<file path="config.mk">
export PLATFORM = sky130hd
export DESIGN_NAME = xfer_core
export DESIGN_NICKNAME = d
export VERILOG_FILES = /design/src/xfer_pkg.sv /design/src/xfer_core.sv
export VERILOG_INCLUDE_DIRS = /design/src
export SDC_FILE = /design/constraint.sdc
export NUM_CORES = 1
export LEC_CHECK = 0
export ABC_CLOCK_PERIOD_IN_PS = 3500
export BUFFER_PORTS_ARGS = -buffer_cell sky130_fd_sc_hd__buf_2
export CORE_MARGIN = 3
export CORE_UTILIZATION = 27
export DETAILED_ROUTE_END_ITERATION = 12
export HOLD_SLACK_MARGIN = 0.08
export PLACE_DENSITY_LB_ADDON = 0.3
export REMOVE_ABC_BUFFERS = 1
export SLEW_MARGIN = 20
export SYNTH_ARGS = -nofsm -noshare
export SYNTH_HDL_FRONTEND = slang
export SYNTH_SLANG_ARGS = --single-unit
</file>
<file path="constraint.sdc">
create_clock -name sys_clk_i -period 3.5 [get_ports sys_clk_i]
set_input_delay 1.05 -clock sys_clk_i [delete_from_list [all_inputs] [get_ports sys_clk_i]]
set_output_delay 1.05 -clock sys_clk_i [all_outputs]
set_load 0.05 [all_outputs]
</file>
<file path="src/xfer_map.svh">
// opcode encodings and field positions for the transfer and ram address group
`ifndef XFER_MAP_SVH
`define XFER_MAP_SVH
`define OP_ACC_FROM_AUX 10'h01E
`define OP_AUX_FROM_ACC 10'h00E
`define OP_ACC_FROM_DIGIT 10'h01F
`define OP_DIGIT_FROM_ACC 10'h00C
`define OP_PAIR_FROM_ACC_AUX 10'h01A
`define OP_ACC_AUX_FROM_PAIR 10'h02A
`define OP_TBLPTR_FROM_ACC 10'h029
`define OP_ACC_FROM_TBLPTR 10'h051
`define OP_ACC_FROM_BANK 10'h053
`define OP_ACC_FROM_FILE 10'h052
`define OP_ACC_FROM_STACK 10'h050
`define OP_INC_DIGIT 10'h013
`define OP_DEC_DIGIT 10'h017
`define OPH_LOAD_BANK 8'h12
`define OPH_LOAD_FILE_DIGIT 2'h3
`define OPH_ACC_FROM_MEM 6'h2C
`define OPH_SWAP_MEM 6'h2D
`define OPH_SWAP_MEM_INC 6'h2E
`define OPH_SWAP_MEM_DEC 6'h2F
`define OPH_MEM_FROM_ACC 6'h2B
`define DIGIT_WRAP_LOW 4'h0
`define DIGIT_WRAP_HIGH 4'hF
`endif

</file>
<file path="src/xfer_pkg.sv">
// types for the transfer and ram address group
package xfer_pkg;
	typedef struct packed {
		logic [3:0] acc;
		logic [3:0] aux;
		logic [7:0] pair;
		logic [3:0] file_ptr;
		logic [3:0] digit_ptr;
		logic [1:0] bank_sel;
		logic [2:0] tblptr;
		logic last_lxy;
		logic skip_next;
		logic mem_we;
		logic [3:0] mem_wdata;
	} xfer_state_t;
	typedef struct packed {
		logic [1:0] bank;
		logic [3:0] file;
		logic [3:0] digit;
	} mem_pointer_t;
endpackage
</file>
<file path="src/xfer_core.sv">
// register transfer and ram address instruction execution
// ------------------------------------------------------------
// Notes on behaviour
// - aux to acc copies all four bits, aux kept
// - acc to aux copies all four bits, acc kept
// - digit pointer copied into acc
// - acc copied into digit pointer
// - pair gets aux high nibble, acc low nibble
// - pair high nibble to aux, low nibble to acc
// - table pointer read puts pointer in acc[2:0], acc[3] zero
// - bank select read puts bank in acc[1:0], upper two zero
// - stack pointer read puts pointer in acc[2:0], acc[3] zero
// - dual load writes x to file pointer, y to digit pointer
// - bank load writes two-bit immediate into bank select
// - digit increment wraps modulo sixteen
// - digit decrement wraps modulo sixteen
// - memory read into acc, then file pointer xor immediate
// - acc and memory swap, file pointer xor immediate
// - swap, xor, and digit decrement
// - acc stored to memory, file pointer xor immediate
// - table pointer takes acc[2:0]
// - consecutive dual loads after the first are skipped
// - increment forms skip next when digit becomes zero
// - decrement forms skip next when digit becomes fifteen
// ------------------------------------------------------------
`timescale 1ns/100ps
`include "xfer_map.svh"
module xfer_core
	import xfer_pkg::*;
(
	input wire logic sys_clk_i,
	input wire logic rst_n_i,
	input wire logic instr_valid_i,
	input wire logic [9:0] opcode_i,
	input wire logic skipped_i,
	input wire logic [2:0] stack_ptr_i,
	input wire logic [3:0] mem_rdata_i,
	output logic [3:0] acc_o,
	output logic [3:0] aux_o,
	output logic [7:0] pair_o,
	output logic [2:0] tblptr_o,
	output mem_pointer_t mem_pointer_o,
	output logic mem_we_o,
	output logic [3:0] mem_wdata_o,
	output logic skip_next_o
);
	xfer_state_t state_reg;
	xfer_state_t state_next;

	// ------------------------------------------------------------
	// helpers
	// ------------------------------------------------------------
	// digit step, wraps at four bits
	function automatic logic [3:0] step_digit(input logic [3:0] d, input logic up);
		step_digit = up ? 4'(d + 4'h1) : 4'(d - 4'h1);
	endfunction

	// digit value after a step that asks for a skip
	function automatic logic [3:0] wrap_point(input logic up);
		wrap_point = up ? `DIGIT_WRAP_LOW : `DIGIT_WRAP_HIGH;
	endfunction

	// word that changes registers this cycle
	function automatic logic word_taken(input logic valid, input logic skipped);
		word_taken = valid && !skipped;
	endfunction

	// ------------------------------------------------------------
	// opcode decode, single forms
	// ------------------------------------------------------------
	// dual pointer load
	function automatic logic is_dual_load(input logic [9:0] op);
		is_dual_load = op[9:8] == `OPH_LOAD_FILE_DIGIT;
	endfunction

	// bank load, immediate in the two low bits
	function automatic logic is_bank_load(input logic [9:0] op);
		is_bank_load = op[9:2] == `OPH_LOAD_BANK;
	endfunction

	// memory nibble into acc
	function automatic logic is_mem_read(input logic [9:0] op);
		is_mem_read = op[9:4] == `OPH_ACC_FROM_MEM;
	endfunction

	// acc into memory nibble
	function automatic logic is_mem_write(input logic [9:0] op);
		is_mem_write = op[9:4] == `OPH_MEM_FROM_ACC;
	endfunction

	// plain swap
	function automatic logic is_swap_plain(input logic [9:0] op);
		is_swap_plain = op[9:4] == `OPH_SWAP_MEM;
	endfunction

	// swap with digit increment
	function automatic logic is_swap_inc(input logic [9:0] op);
		is_swap_inc = op[9:4] == `OPH_SWAP_MEM_INC;
	endfunction

	// swap with digit decrement
	function automatic logic is_swap_dec(input logic [9:0] op);
		is_swap_dec = op[9:4] == `OPH_SWAP_MEM_DEC;
	endfunction

	// ------------------------------------------------------------
	// opcode decode, combined forms
	// ------------------------------------------------------------
	// any of the three swaps
	function automatic logic is_swap_any(input logic [9:0] op);
		is_swap_any = is_swap_plain(op) || is_swap_inc(op) || is_swap_dec(op);
	endfunction

	// digit steps up
	function automatic logic is_step_up(input logic [9:0] op);
		is_step_up = op == `OP_INC_DIGIT || is_swap_inc(op);
	endfunction

	// digit steps down
	function automatic logic is_step_down(input logic [9:0] op);
		is_step_down = op == `OP_DEC_DIGIT || is_swap_dec(op);
	endfunction

	// file pointer xor with the immediate
	function automatic logic is_file_xor(input logic [9:0] op);
		is_file_xor = is_mem_read(op) || is_mem_write(op) || is_swap_any(op);
	endfunction

	// acc stored to the addressed nibble
	function automatic logic is_mem_store(input logic [9:0] op);
		is_mem_store = is_mem_write(op) || is_swap_any(op);
	endfunction

	// dual load straight after a dual load is dropped
	function automatic logic is_chained(input xfer_state_t s, input logic [9:0] op);
		is_chained = is_dual_load(op) && s.last_lxy;
	endfunction

	// ------------------------------------------------------------
	// next value, data registers
	// ------------------------------------------------------------
	// accumulator
	function automatic logic [3:0] next_acc(input xfer_state_t s, input logic [9:0] op,
		input logic [2:0] sp, input logic [3:0] rd);
		next_acc = s.acc;
		if (is_mem_read(op) || is_swap_any(op)) begin
			next_acc = rd;
		end else begin
			unique case (op)
				`OP_ACC_FROM_AUX: next_acc = s.aux;
				`OP_ACC_FROM_DIGIT: next_acc = s.digit_ptr;
				`OP_ACC_AUX_FROM_PAIR: next_acc = s.pair[3:0];
				`OP_ACC_FROM_TBLPTR: next_acc = {1'b0, s.tblptr};
				`OP_ACC_FROM_BANK: next_acc = {2'b00, s.bank_sel};
				`OP_ACC_FROM_STACK: next_acc = {1'b0, sp};
				`OP_ACC_FROM_FILE: next_acc = s.file_ptr;
				default: next_acc = s.acc;
			endcase
		end
	endfunction

	// auxiliary register
	function automatic logic [3:0] next_aux(input xfer_state_t s, input logic [9:0] op);
		unique case (op)
			`OP_AUX_FROM_ACC: next_aux = s.acc;
			`OP_ACC_AUX_FROM_PAIR: next_aux = s.pair[7:4];
			default: next_aux = s.aux;
		endcase
	endfunction

	// pair register
	function automatic logic [7:0] next_pair(input xfer_state_t s, input logic [9:0] op);
		next_pair = s.pair;
		if (op == `OP_PAIR_FROM_ACC_AUX) begin
			next_pair = {s.aux, s.acc};
		end
	endfunction

	// write data for the memory strobe
	function automatic logic [3:0] next_wdata(input xfer_state_t s, input logic [9:0] op);
		next_wdata = s.mem_wdata;
		if (is_mem_store(op)) begin
			next_wdata = s.acc;
		end
	endfunction

	// ------------------------------------------------------------
	// next value, pointers
	// ------------------------------------------------------------
	// table pointer
	function automatic logic [2:0] next_tblptr(input xfer_state_t s, input logic [9:0] op);
		next_tblptr = s.tblptr;
		if (op == `OP_TBLPTR_FROM_ACC) begin
			next_tblptr = s.acc[2:0];
		end
	endfunction

	// bank select
	function automatic logic [1:0] next_bank(input xfer_state_t s, input logic [9:0] op);
		next_bank = s.bank_sel;
		if (is_bank_load(op)) begin
			next_bank = op[1:0];
		end
	endfunction

	// file pointer
	function automatic logic [3:0] next_file(input xfer_state_t s, input logic [9:0] op);
		next_file = s.file_ptr;
		if (is_chained(s, op)) begin
			next_file = s.file_ptr;
		end else if (is_dual_load(op)) begin
			next_file = op[7:4];
		end else if (is_file_xor(op)) begin
			next_file = s.file_ptr ^ op[3:0];
		end
	endfunction

	// digit pointer
	function automatic logic [3:0] next_digit(input xfer_state_t s, input logic [9:0] op);
		next_digit = s.digit_ptr;
		if (is_chained(s, op)) begin
			next_digit = s.digit_ptr;
		end else if (is_dual_load(op)) begin
			next_digit = op[3:0];
		end else if (is_step_up(op)) begin
			next_digit = step_digit(s.digit_ptr, 1'b1);
		end else if (is_step_down(op)) begin
			next_digit = step_digit(s.digit_ptr, 1'b0);
		end else if (op == `OP_DIGIT_FROM_ACC) begin
			next_digit = s.acc;
		end
	endfunction

	// ------------------------------------------------------------
	// next value, skip request
	// ------------------------------------------------------------
	// skip when the step lands on the wrap point
	function automatic logic next_skip(input xfer_state_t s, input logic [9:0] op);
		next_skip = 1'b0;
		if (is_step_up(op)) begin
			next_skip = step_digit(s.digit_ptr, 1'b1) == wrap_point(1'b1);
		end else if (is_step_down(op)) begin
			next_skip = step_digit(s.digit_ptr, 1'b0) == wrap_point(1'b0);
		end
	endfunction

	// ------------------------------------------------------------
	// execute, one instruction per cycle
	// ------------------------------------------------------------
	always_comb begin
		logic take;
		take = word_taken(instr_valid_i, skipped_i);
		state_next = state_reg;
		state_next.mem_we = 1'b0;
		state_next.skip_next = 1'b0;

		// chain tracking sees skipped words too
		if (instr_valid_i) begin
			state_next.last_lxy = is_dual_load(opcode_i);
		end
		// only taken words update data and pointer registers
		if (take) begin
			// data registers
			state_next.acc = next_acc(state_reg, opcode_i, stack_ptr_i, mem_rdata_i);
			state_next.aux = next_aux(state_reg, opcode_i);
			state_next.pair = next_pair(state_reg, opcode_i);
			state_next.mem_wdata = next_wdata(state_reg, opcode_i);
			state_next.mem_we = is_mem_store(opcode_i);

			// pointers
			state_next.tblptr = next_tblptr(state_reg, opcode_i);
			state_next.bank_sel = next_bank(state_reg, opcode_i);
			state_next.file_ptr = next_file(state_reg, opcode_i);
			state_next.digit_ptr = next_digit(state_reg, opcode_i);

			// skip request
			state_next.skip_next = next_skip(state_reg, opcode_i);
		end
	end

	// ------------------------------------------------------------
	// state register, single cycle per instruction
	// ------------------------------------------------------------
	always_ff @(posedge sys_clk_i) begin
		if (!rst_n_i) begin
			state_reg <= '0;
		end else begin
			state_reg <= state_next;
		end
	end

	// ------------------------------------------------------------
	// outputs
	// ------------------------------------------------------------
	assign acc_o = state_reg.acc;
	assign aux_o = state_reg.aux;
	assign pair_o = state_reg.pair;
	assign tblptr_o = state_reg.tblptr;
	assign mem_pointer_o = '{bank: state_reg.bank_sel, file: state_reg.file_ptr, digit: state_reg.digit_ptr};
	assign mem_we_o = state_reg.mem_we;
	assign mem_wdata_o = state_reg.mem_wdata;
	assign skip_next_o = state_reg.skip_next;
endmodule

</file>
## Word level (Yosys, flattened, before mapping)

Cells that the tools add are included.

- $add $sub $neg: 2
- $mul: 0
- Div/mod/pow operators: 0
- $lt $le $gt $ge: 0
- Eq/ne operators: 21
- Shifts and indexed selects: 0
- Multiplexer cells: 11
- Bitwise gates (word level): 2
- Reductions and logical operators: 25

Operators by type and width:

| cell | number |
|---|---|
| $eq A10 B5 Y1 const B | 5 |
| $eq A10 B7 Y1 const B | 4 |
| $eq A6 B6 Y1 const B | 5 |
| $mux W4 | 7 |
| $pmux W4 S7 | 1 |
| $eq A10 B4 Y1 const B | 2 |
| $eq A10 B6 Y1 const B | 2 |
| $reduce_and A2 Y1 | 7 |
| $eq A8 B5 Y1 const B | 1 |
| $logic_or A1 B1 Y1 | 8 |
| $pmux W4 S2 | 1 |
| $reduce_bool A8 Y1 | 1 |
| $reduce_and A3 Y1 | 2 |
| $add A4 B1 Y4 const B | 1 |
| $eq A4 B4 Y1 const B | 1 |
| $logic_not A4 Y1 | 1 |
| $reduce_bool A2 Y1 | 2 |
| $reduce_bool A4 Y1 | 1 |
| $sub A4 B1 Y4 const B | 1 |
| $xor A4 B4 Y4 | 1 |
| $eq A2 B2 Y1 const B | 1 |
| $logic_and A1 B1 Y1 | 2 |
| $mux W1 | 2 |
| $logic_not A1 Y1 | 1 |
| $not A1 Y1 | 1 |

- Register bits after elaboration: 36
- Bits in latches: 0
- RAM bits: 0
- ROM bits: 0
- Input port bits: 21
- Memories: 0

## Longest topological paths before layout

- Depth in word-level cells: 6
- Depth in mapped cells: 8
- Gate-level depth less buffers: 7

## Worst setup path after synthesis

No wires, ideal clock.

- Kind: input -> register
- Start: in opcode_i[8]
- End: reg state_reg (netlist bit mem_pointer_o[1])
- Arrival: 2.693 ns
- Setup slack: 0.746 ns
- Stages on the path: 8
- Buffers on the path: 2
- Cells stage by stage: buf_6 -> or4_4 -> nor4_2 -> or2_1 -> buf_6 -> a211oi_2 -> a2111oi_2 -> o221a_1

- Longest elaborated chain between the ends: 5
- Elaborated cells on any way between the ends: 15
- Those cells by class: eq/ne (6); mux (3); bitwise (1); reduce/logical (5)

RTL lines:

| item | line | RTL |
|---|---|---|
| start: declaration | xfer_core.sv:34 | `input wire logic [9:0] opcode_i,` |
| $eq A10 B5 Y1 (no line) / $eq A6 B6 Y1 (equally long branches) | -- |  |
| $logic_or A1 B1 Y1 | xfer_core.sv:121 | `` is_step_down = op == `OP_DEC_DIGIT \|\| is_swap_dec(op); `` |
| $mux W4 | xfer_core.sv:227 | `end else if (is_step_down(op)) begin` |
| $mux W4 | xfer_core.sv:225 | `end else if (is_step_up(op)) begin` |
| $mux W4 | xfer_core.sv:223 | `end else if (is_dual_load(op)) begin` |
| end signal: assignment | xfer_core.sv:288 | `state_reg <= state_next;` |
| end: declaration | xfer_core.sv:47 | `xfer_state_t state_reg;` |

Several ways; a longest one is shown, not always the timed one.
A chain may end at the register's enable or synchronous reset.

## Final worst setup path

- Start: in opcode_i[6]
- End: reg state_reg (netlist bit acc_o[3])

- Longest elaborated chain between the ends: 6
- Elaborated cells on any way between the ends: 18
- Those cells by class: eq/ne (11); mux (2); reduce/logical (5)

RTL lines:

| item | line | RTL |
|---|---|---|
| $eq A6 B6 Y1 (no line) | -- |  |
| $logic_or A1 B1 Y1 (2 in series) | xfer_core.sv:111 | `is_swap_any = is_swap_plain(op) \|\| is_swap_inc(op) \|\| is_swap_dec(op);` |
| $logic_or A1 B1 Y1 | xfer_core.sv:146 | `if (is_mem_read(op) \|\| is_swap_any(op)) begin` |
| $reduce_bool A8 Y1 (no line) | -- |  |
| $reduce_and A2 Y1 (no line) | -- |  |

Several ways; a longest one is shown, not always the timed one.

==> flow_results.xml <==
<?xml version="1.0" encoding="UTF-8"?>
<metrics>
  <group name="floorplanning">
    <metric name="die_y" unit="um">102</metric>
    <metric name="fp.coreArea" unit="um^2">8850</metric>
    <metric name="die_area" unit="um^2">10500</metric>
    <metric name="io-pin-count" unit="">56</metric>
    <metric name="fp.dieW" unit="um">102</metric>
    <metric name="standard_cell_row_count" unit="">34</metric>
    <metric name="start_util" unit="%">28.3</metric>
  </group>
  <group name="cts">
    <metric name="cts_tree" unit="">done</metric>
    <metric name="clock_insertion_delay_worst_skew" unit="ns">0.30</metric>
    <metric name="cts.clk_slew.worst_paths" unit="ns">0.08</metric>
    <metric name="cts.htree.levels" unit="">2</metric>
    <metric name="post_cts_buffers" unit="">0</metric>
    <metric name="sinks_on_clock_net" unit="">36</metric>
    <metric name="cts_root_buffer" unit="">sky130_fd_sc_hd__clkbuf_8</metric>
    <metric name="cts_max_path_buffers" unit="">2</metric>
    <metric name="cts_buffers" unit="">5</metric>
    <metric name="cts_resized" unit="">0</metric>
    <metric name="cts_hold_buf" unit="">0</metric>
  </group>
  <group name="sta">
    <metric name="grt_setup_unrepaired" unit="">false</metric>
    <metric name="worst_rel_slew_slack" unit="%">57.1</metric>
    <metric name="period_share" unit="%">77.9</metric>
    <metric name="setup_viol" unit="">0</metric>
    <metric name="fin_ws" unit="ns">0.772</metric>
    <metric name="max_freq" unit="MHz">367</metric>
    <metric name="tightestPinTransition" unit="ns">0.643</metric>
    <metric name="fin_worst_skew" unit="ns">0.00605</metric>
    <metric name="final.min_clock_period" unit="ns">2.73</metric>
    <metric name="timing.hold.ws" unit="ns">0.519</metric>
    <metric name="max_slew_vio_count" unit="">0</metric>
    <metric name="final_hold_viol_count" unit="">0</metric>
    <metric name="tns" unit="ns">0</metric>
  </group>
  <group name="min_path">
    <metric name="timing.hold.worst.start" unit="">mem_wdata_o[1]$_SDFFE_PN0P_</metric>
    <metric name="worst_hold_path_class" unit="">reg -&gt; reg</metric>
    <metric name="min_path_cells" unit="">2</metric>
    <metric name="whs_endpoint" unit="">mem_wdata_o[1]$_SDFFE_PN0P_</metric>
  </group>
  <group name="grt">
    <metric name="antenna_violations_before_repair" unit="">0</metric>
    <metric name="grt_start_max_net_pins" unit="">42</metric>
    <metric name="grt_first_pass_wirelength" unit="mm">10.6</metric>
    <metric name="grt_overflow" unit="">0</metric>
    <metric name="vias_in_the_first_global_route" unit="">1918</metric>
    <metric name="grt_util_all_layers" unit="%">13.0</metric>
  </group>
  <group name="synthesis">
    <metric name="yosysUniqueCellTypes" unit="">58</metric>
    <metric name="average_cell_area_after_synthesis" unit="um^2">8.70</metric>
    <metric name="synth_sequential_area_ratio" unit="%">28.8</metric>
    <metric name="postSynthRegisterBits" unit="">36</metric>
    <metric name="yosys.area.top_type_share" unit="%">28.8</metric>
    <metric name="syn_inst" unit="">288</metric>
    <metric name="yosys_most_used_dff" unit="">sky130_fd_sc_hd__dfxtp_1</metric>
    <metric name="count_of_flip_flops_with_a_built_in_enable_after_synthesis" unit="">0</metric>
    <metric name="post_synth_instance_area" unit="um^2">2500</metric>
    <metric name="yosys-top-cells-area" unit="">sky130_fd_sc_hd__dfxtp_1, sky130_fd_sc_hd__mux2i_1, sky130_fd_sc_hd__buf_4</metric>
    <metric name="synth_top_cell_by_area" unit="">sky130_fd_sc_hd__dfxtp_1</metric>
    <metric name="ys_async_sr_fraction" unit="%">0</metric>
    <metric name="ys_warn_count" unit="">0</metric>
  </group>
  <group name="layout">
    <metric name="design.final.nets" unit="">327</metric>
    <metric name="post_route_cells_drive_above_1_share" unit="%">26.6</metric>
    <metric name="antennaDiodeCount" unit="">0</metric>
    <metric name="largest_register_ffs" unit="">10</metric>
    <metric name="design_area_final" unit="um^2">2710</metric>
    <metric name="register_area" unit="um^2">721</metric>
    <metric name="synthToLayoutAreaGrowth" unit="%">7.99</metric>
    <metric name="fill_count" unit="">969</metric>
    <metric name="multi_input_area" unit="um^2">1450</metric>
    <metric name="final_core_util" unit="%">30.6</metric>
  </group>
  <group name="routing">
    <metric name="via_count" unit="">2090</metric>
    <metric name="postRouteWirelength" unit="mm">6.79</metric>
    <metric name="route.detailed.drc" unit="">0</metric>
    <metric name="wl_per_cell" unit="um">16.5</metric>
    <metric name="drtIter0Drc" unit="">102</metric>
    <metric name="drtAntennaViolNets" unit="">0</metric>
    <metric name="drtPass1Iterations" unit="">4</metric>
    <metric name="avgViaCountPerCell" unit="">5.07</metric>
  </group>
  <group name="placed_design">
    <metric name="gp_routability_congestion" unit="">0.822</metric>
    <metric name="dp_worst_setup_slack" unit="ns">0.509</metric>
    <metric name="dpl.hpwl" unit="mm">4.92</metric>
    <metric name="placement.io_buffers" unit="">55</metric>
    <metric name="placed_cell_area" unit="um^2">2610</metric>
  </group>
  <group name="critical_path">
    <metric name="r2r-end" unit="">mem_pointer_o[1]$_SDFFE_PN0P_</metric>
    <metric name="reg2reg_setup_slack" unit="ns">1.64</metric>
    <metric name="worst_r2r_path_depth" unit="">6</metric>
    <metric name="slowest_stage" unit="">sky130_fd_sc_hd__nor4_2</metric>
    <metric name="worst_setup_path_start_kind" unit="">input pin</metric>
    <metric name="r2r_start" unit="">mem_pointer_o[0]$_SDFFE_PN0P_</metric>
    <metric name="cp.arrival" unit="ns">2.94</metric>
    <metric name="critical_path.max_stage_delay" unit="ns">0.51</metric>
    <metric name="worst-path-buf-inv" unit="">1</metric>
    <metric name="cpLargestDelayFamily" unit="">simple AND/OR/NAND/NOR gates</metric>
    <metric name="critical_path_cell_sequence" unit="">buf_2 &gt; nor4_2 &gt; nand3_1 &gt; nor2_2 &gt; o21a_2 &gt; nand2_1 &gt; o32ai_1</metric>
    <metric name="endpoint_kind" unit="">flop</metric>
    <metric name="cp.required" unit="ns">3.71</metric>
    <metric name="timing.critical_path.fanout_max" unit="">9</metric>
    <metric name="criticalPathCategory" unit="">in -&gt; reg</metric>
  </group>
  <group name="pwr">
    <metric name="power_density" unit="nW/um^2">316</metric>
    <metric name="total_leakage_power" unit="nW">1.17</metric>
    <metric name="vdd.ir_drop.worst" unit="mV">0.174</metric>
  </group>
  <group name="job">
    <metric name="maxCapViolations" unit="">0</metric>
  </group>
  <group name="status">
    <metric name="status" unit="">finished, final reports clean</metric>
  </group>
</metrics>
placed cells by master, fill, tap and decap left out, types with 4 or more instances in the layout:
cell type and count:
sky130_fd_sc_hd__buf_2 55, sky130_fd_sc_hd__dfxtp_1 36, sky130_fd_sc_hd__nand2_1 33, sky130_fd_sc_hd__nor2b_1 28, sky130_fd_sc_hd__mux2i_1 26, sky130_fd_sc_hd__o21ai_0 12, sky130_fd_sc_hd__nor2_1 7, sky130_fd_sc_hd__a21oi_1 6
sky130_fd_sc_hd__clkbuf_8 6, sky130_fd_sc_hd__nand3_1 5, sky130_fd_sc_hd__o22ai_1 5, sky130_fd_sc_hd__nand3b_1 5, sky130_fd_sc_hd__and2_1 4, sky130_fd_sc_hd__nor4_2 4, sky130_fd_sc_hd__a21boi_0 4, sky130_fd_sc_hd__o211a_1 4
synth_stat cells (4+ instances only):
master / n
sky130_fd_sc_hd__a21boi_0: 4
sky130_fd_sc_hd__a21oi_1: 6
sky130_fd_sc_hd__and2_1: 4
sky130_fd_sc_hd__buf_4: 33
sky130_fd_sc_hd__clkbuf_1: 12
sky130_fd_sc_hd__dfxtp_1: 36
sky130_fd_sc_hd__mux2i_1: 26
sky130_fd_sc_hd__nand2_1: 33
sky130_fd_sc_hd__nand3_1: 5
sky130_fd_sc_hd__nand3b_1: 5
sky130_fd_sc_hd__nor2_1: 7
sky130_fd_sc_hd__nor2b_1: 28
sky130_fd_sc_hd__nor4_2: 4
sky130_fd_sc_hd__o211a_1: 4
sky130_fd_sc_hd__o21ai_0: 12
sky130_fd_sc_hd__o22ai_1: 5
metrics by stage:
step                      total power (W)  cells
after global routing             0.000892    412
final                            0.000855    412
after detailed placement         0.000537    404
after floorplan                  0.000486    238
after global placement           0.000536    404
after CTS                        0.000865    412
tightest hold or removal path, cell delays in order, from the launching register on:
cell                      delay (ns)
sky130_fd_sc_hd__dfxtp_1        0.33
sky130_fd_sc_hd__mux2i_1        0.06
sky130_fd_sc_hd__nor2b_1        0.09
how the worst max path moves through the flow:
stage          cells past startpoint  slack (ns)                            end        start
6_report                           7        0.77          acc_o[3]$_SDFFE_PN0P_  opcode_i[6]
5_1_grt                            7        0.52          acc_o[3]$_SDFFE_PN0P_  opcode_i[6]
4_1_cts                            7        0.80          acc_o[3]$_SDFFE_PN0P_  opcode_i[6]
3_5_place_dp                       7        0.51          acc_o[3]$_SDFFE_PN0P_  opcode_i[6]
3_3_place_gp                       7        0.54          acc_o[3]$_SDFFE_PN0P_  opcode_i[6]
2_1_floorplan                      6        0.80  mem_pointer_o[1]$_SDFFE_PN0P_  opcode_i[6]
routing by layer:
layer | global-route usage, % | up-vias | wire, um
li1 | - | 1028 | -
met5 | 0 | - | 0
met3 | 2.66 | 6 | 307
met2 | 20.8 | 53 | 3220
met4 | 3.43 | 0 | 70
met1 | 17.8 | 1003 | 3190
logic make-up after synthesis:
logic type,share of synthesized area [%]
and+or+nand+nor,27.2
AOI/OAI and AO/OA,15.8
buffers and inverters,13.4
DFF,28.8
muxes,12.2
xor gates and xnor gates,1.05
adders and majority gates,1.50
final cells by class:
type / count / area share [%]
clock inverter: 2 / 0.509
inverter: 2 / 0.278
tap: 108 / 5.00
clock buffer: 6 / 3.05
sequential: 36 / 26.6
multi-input combinational: 200 / 53.5
timing repair buffer: 58 / 11.0
where the power goes:
| part | internal [W] | switching, W |
|---|---|---|
| clock | 0.000161 | 0.000166 |
| sequential | 0.000413 | 0.00000580 |
| combinational | 0.0000393 | 0.0000701 |
| total | 0.000613 | 0.000242 |
No activity file was read; power rests on OpenSTA's default activity.
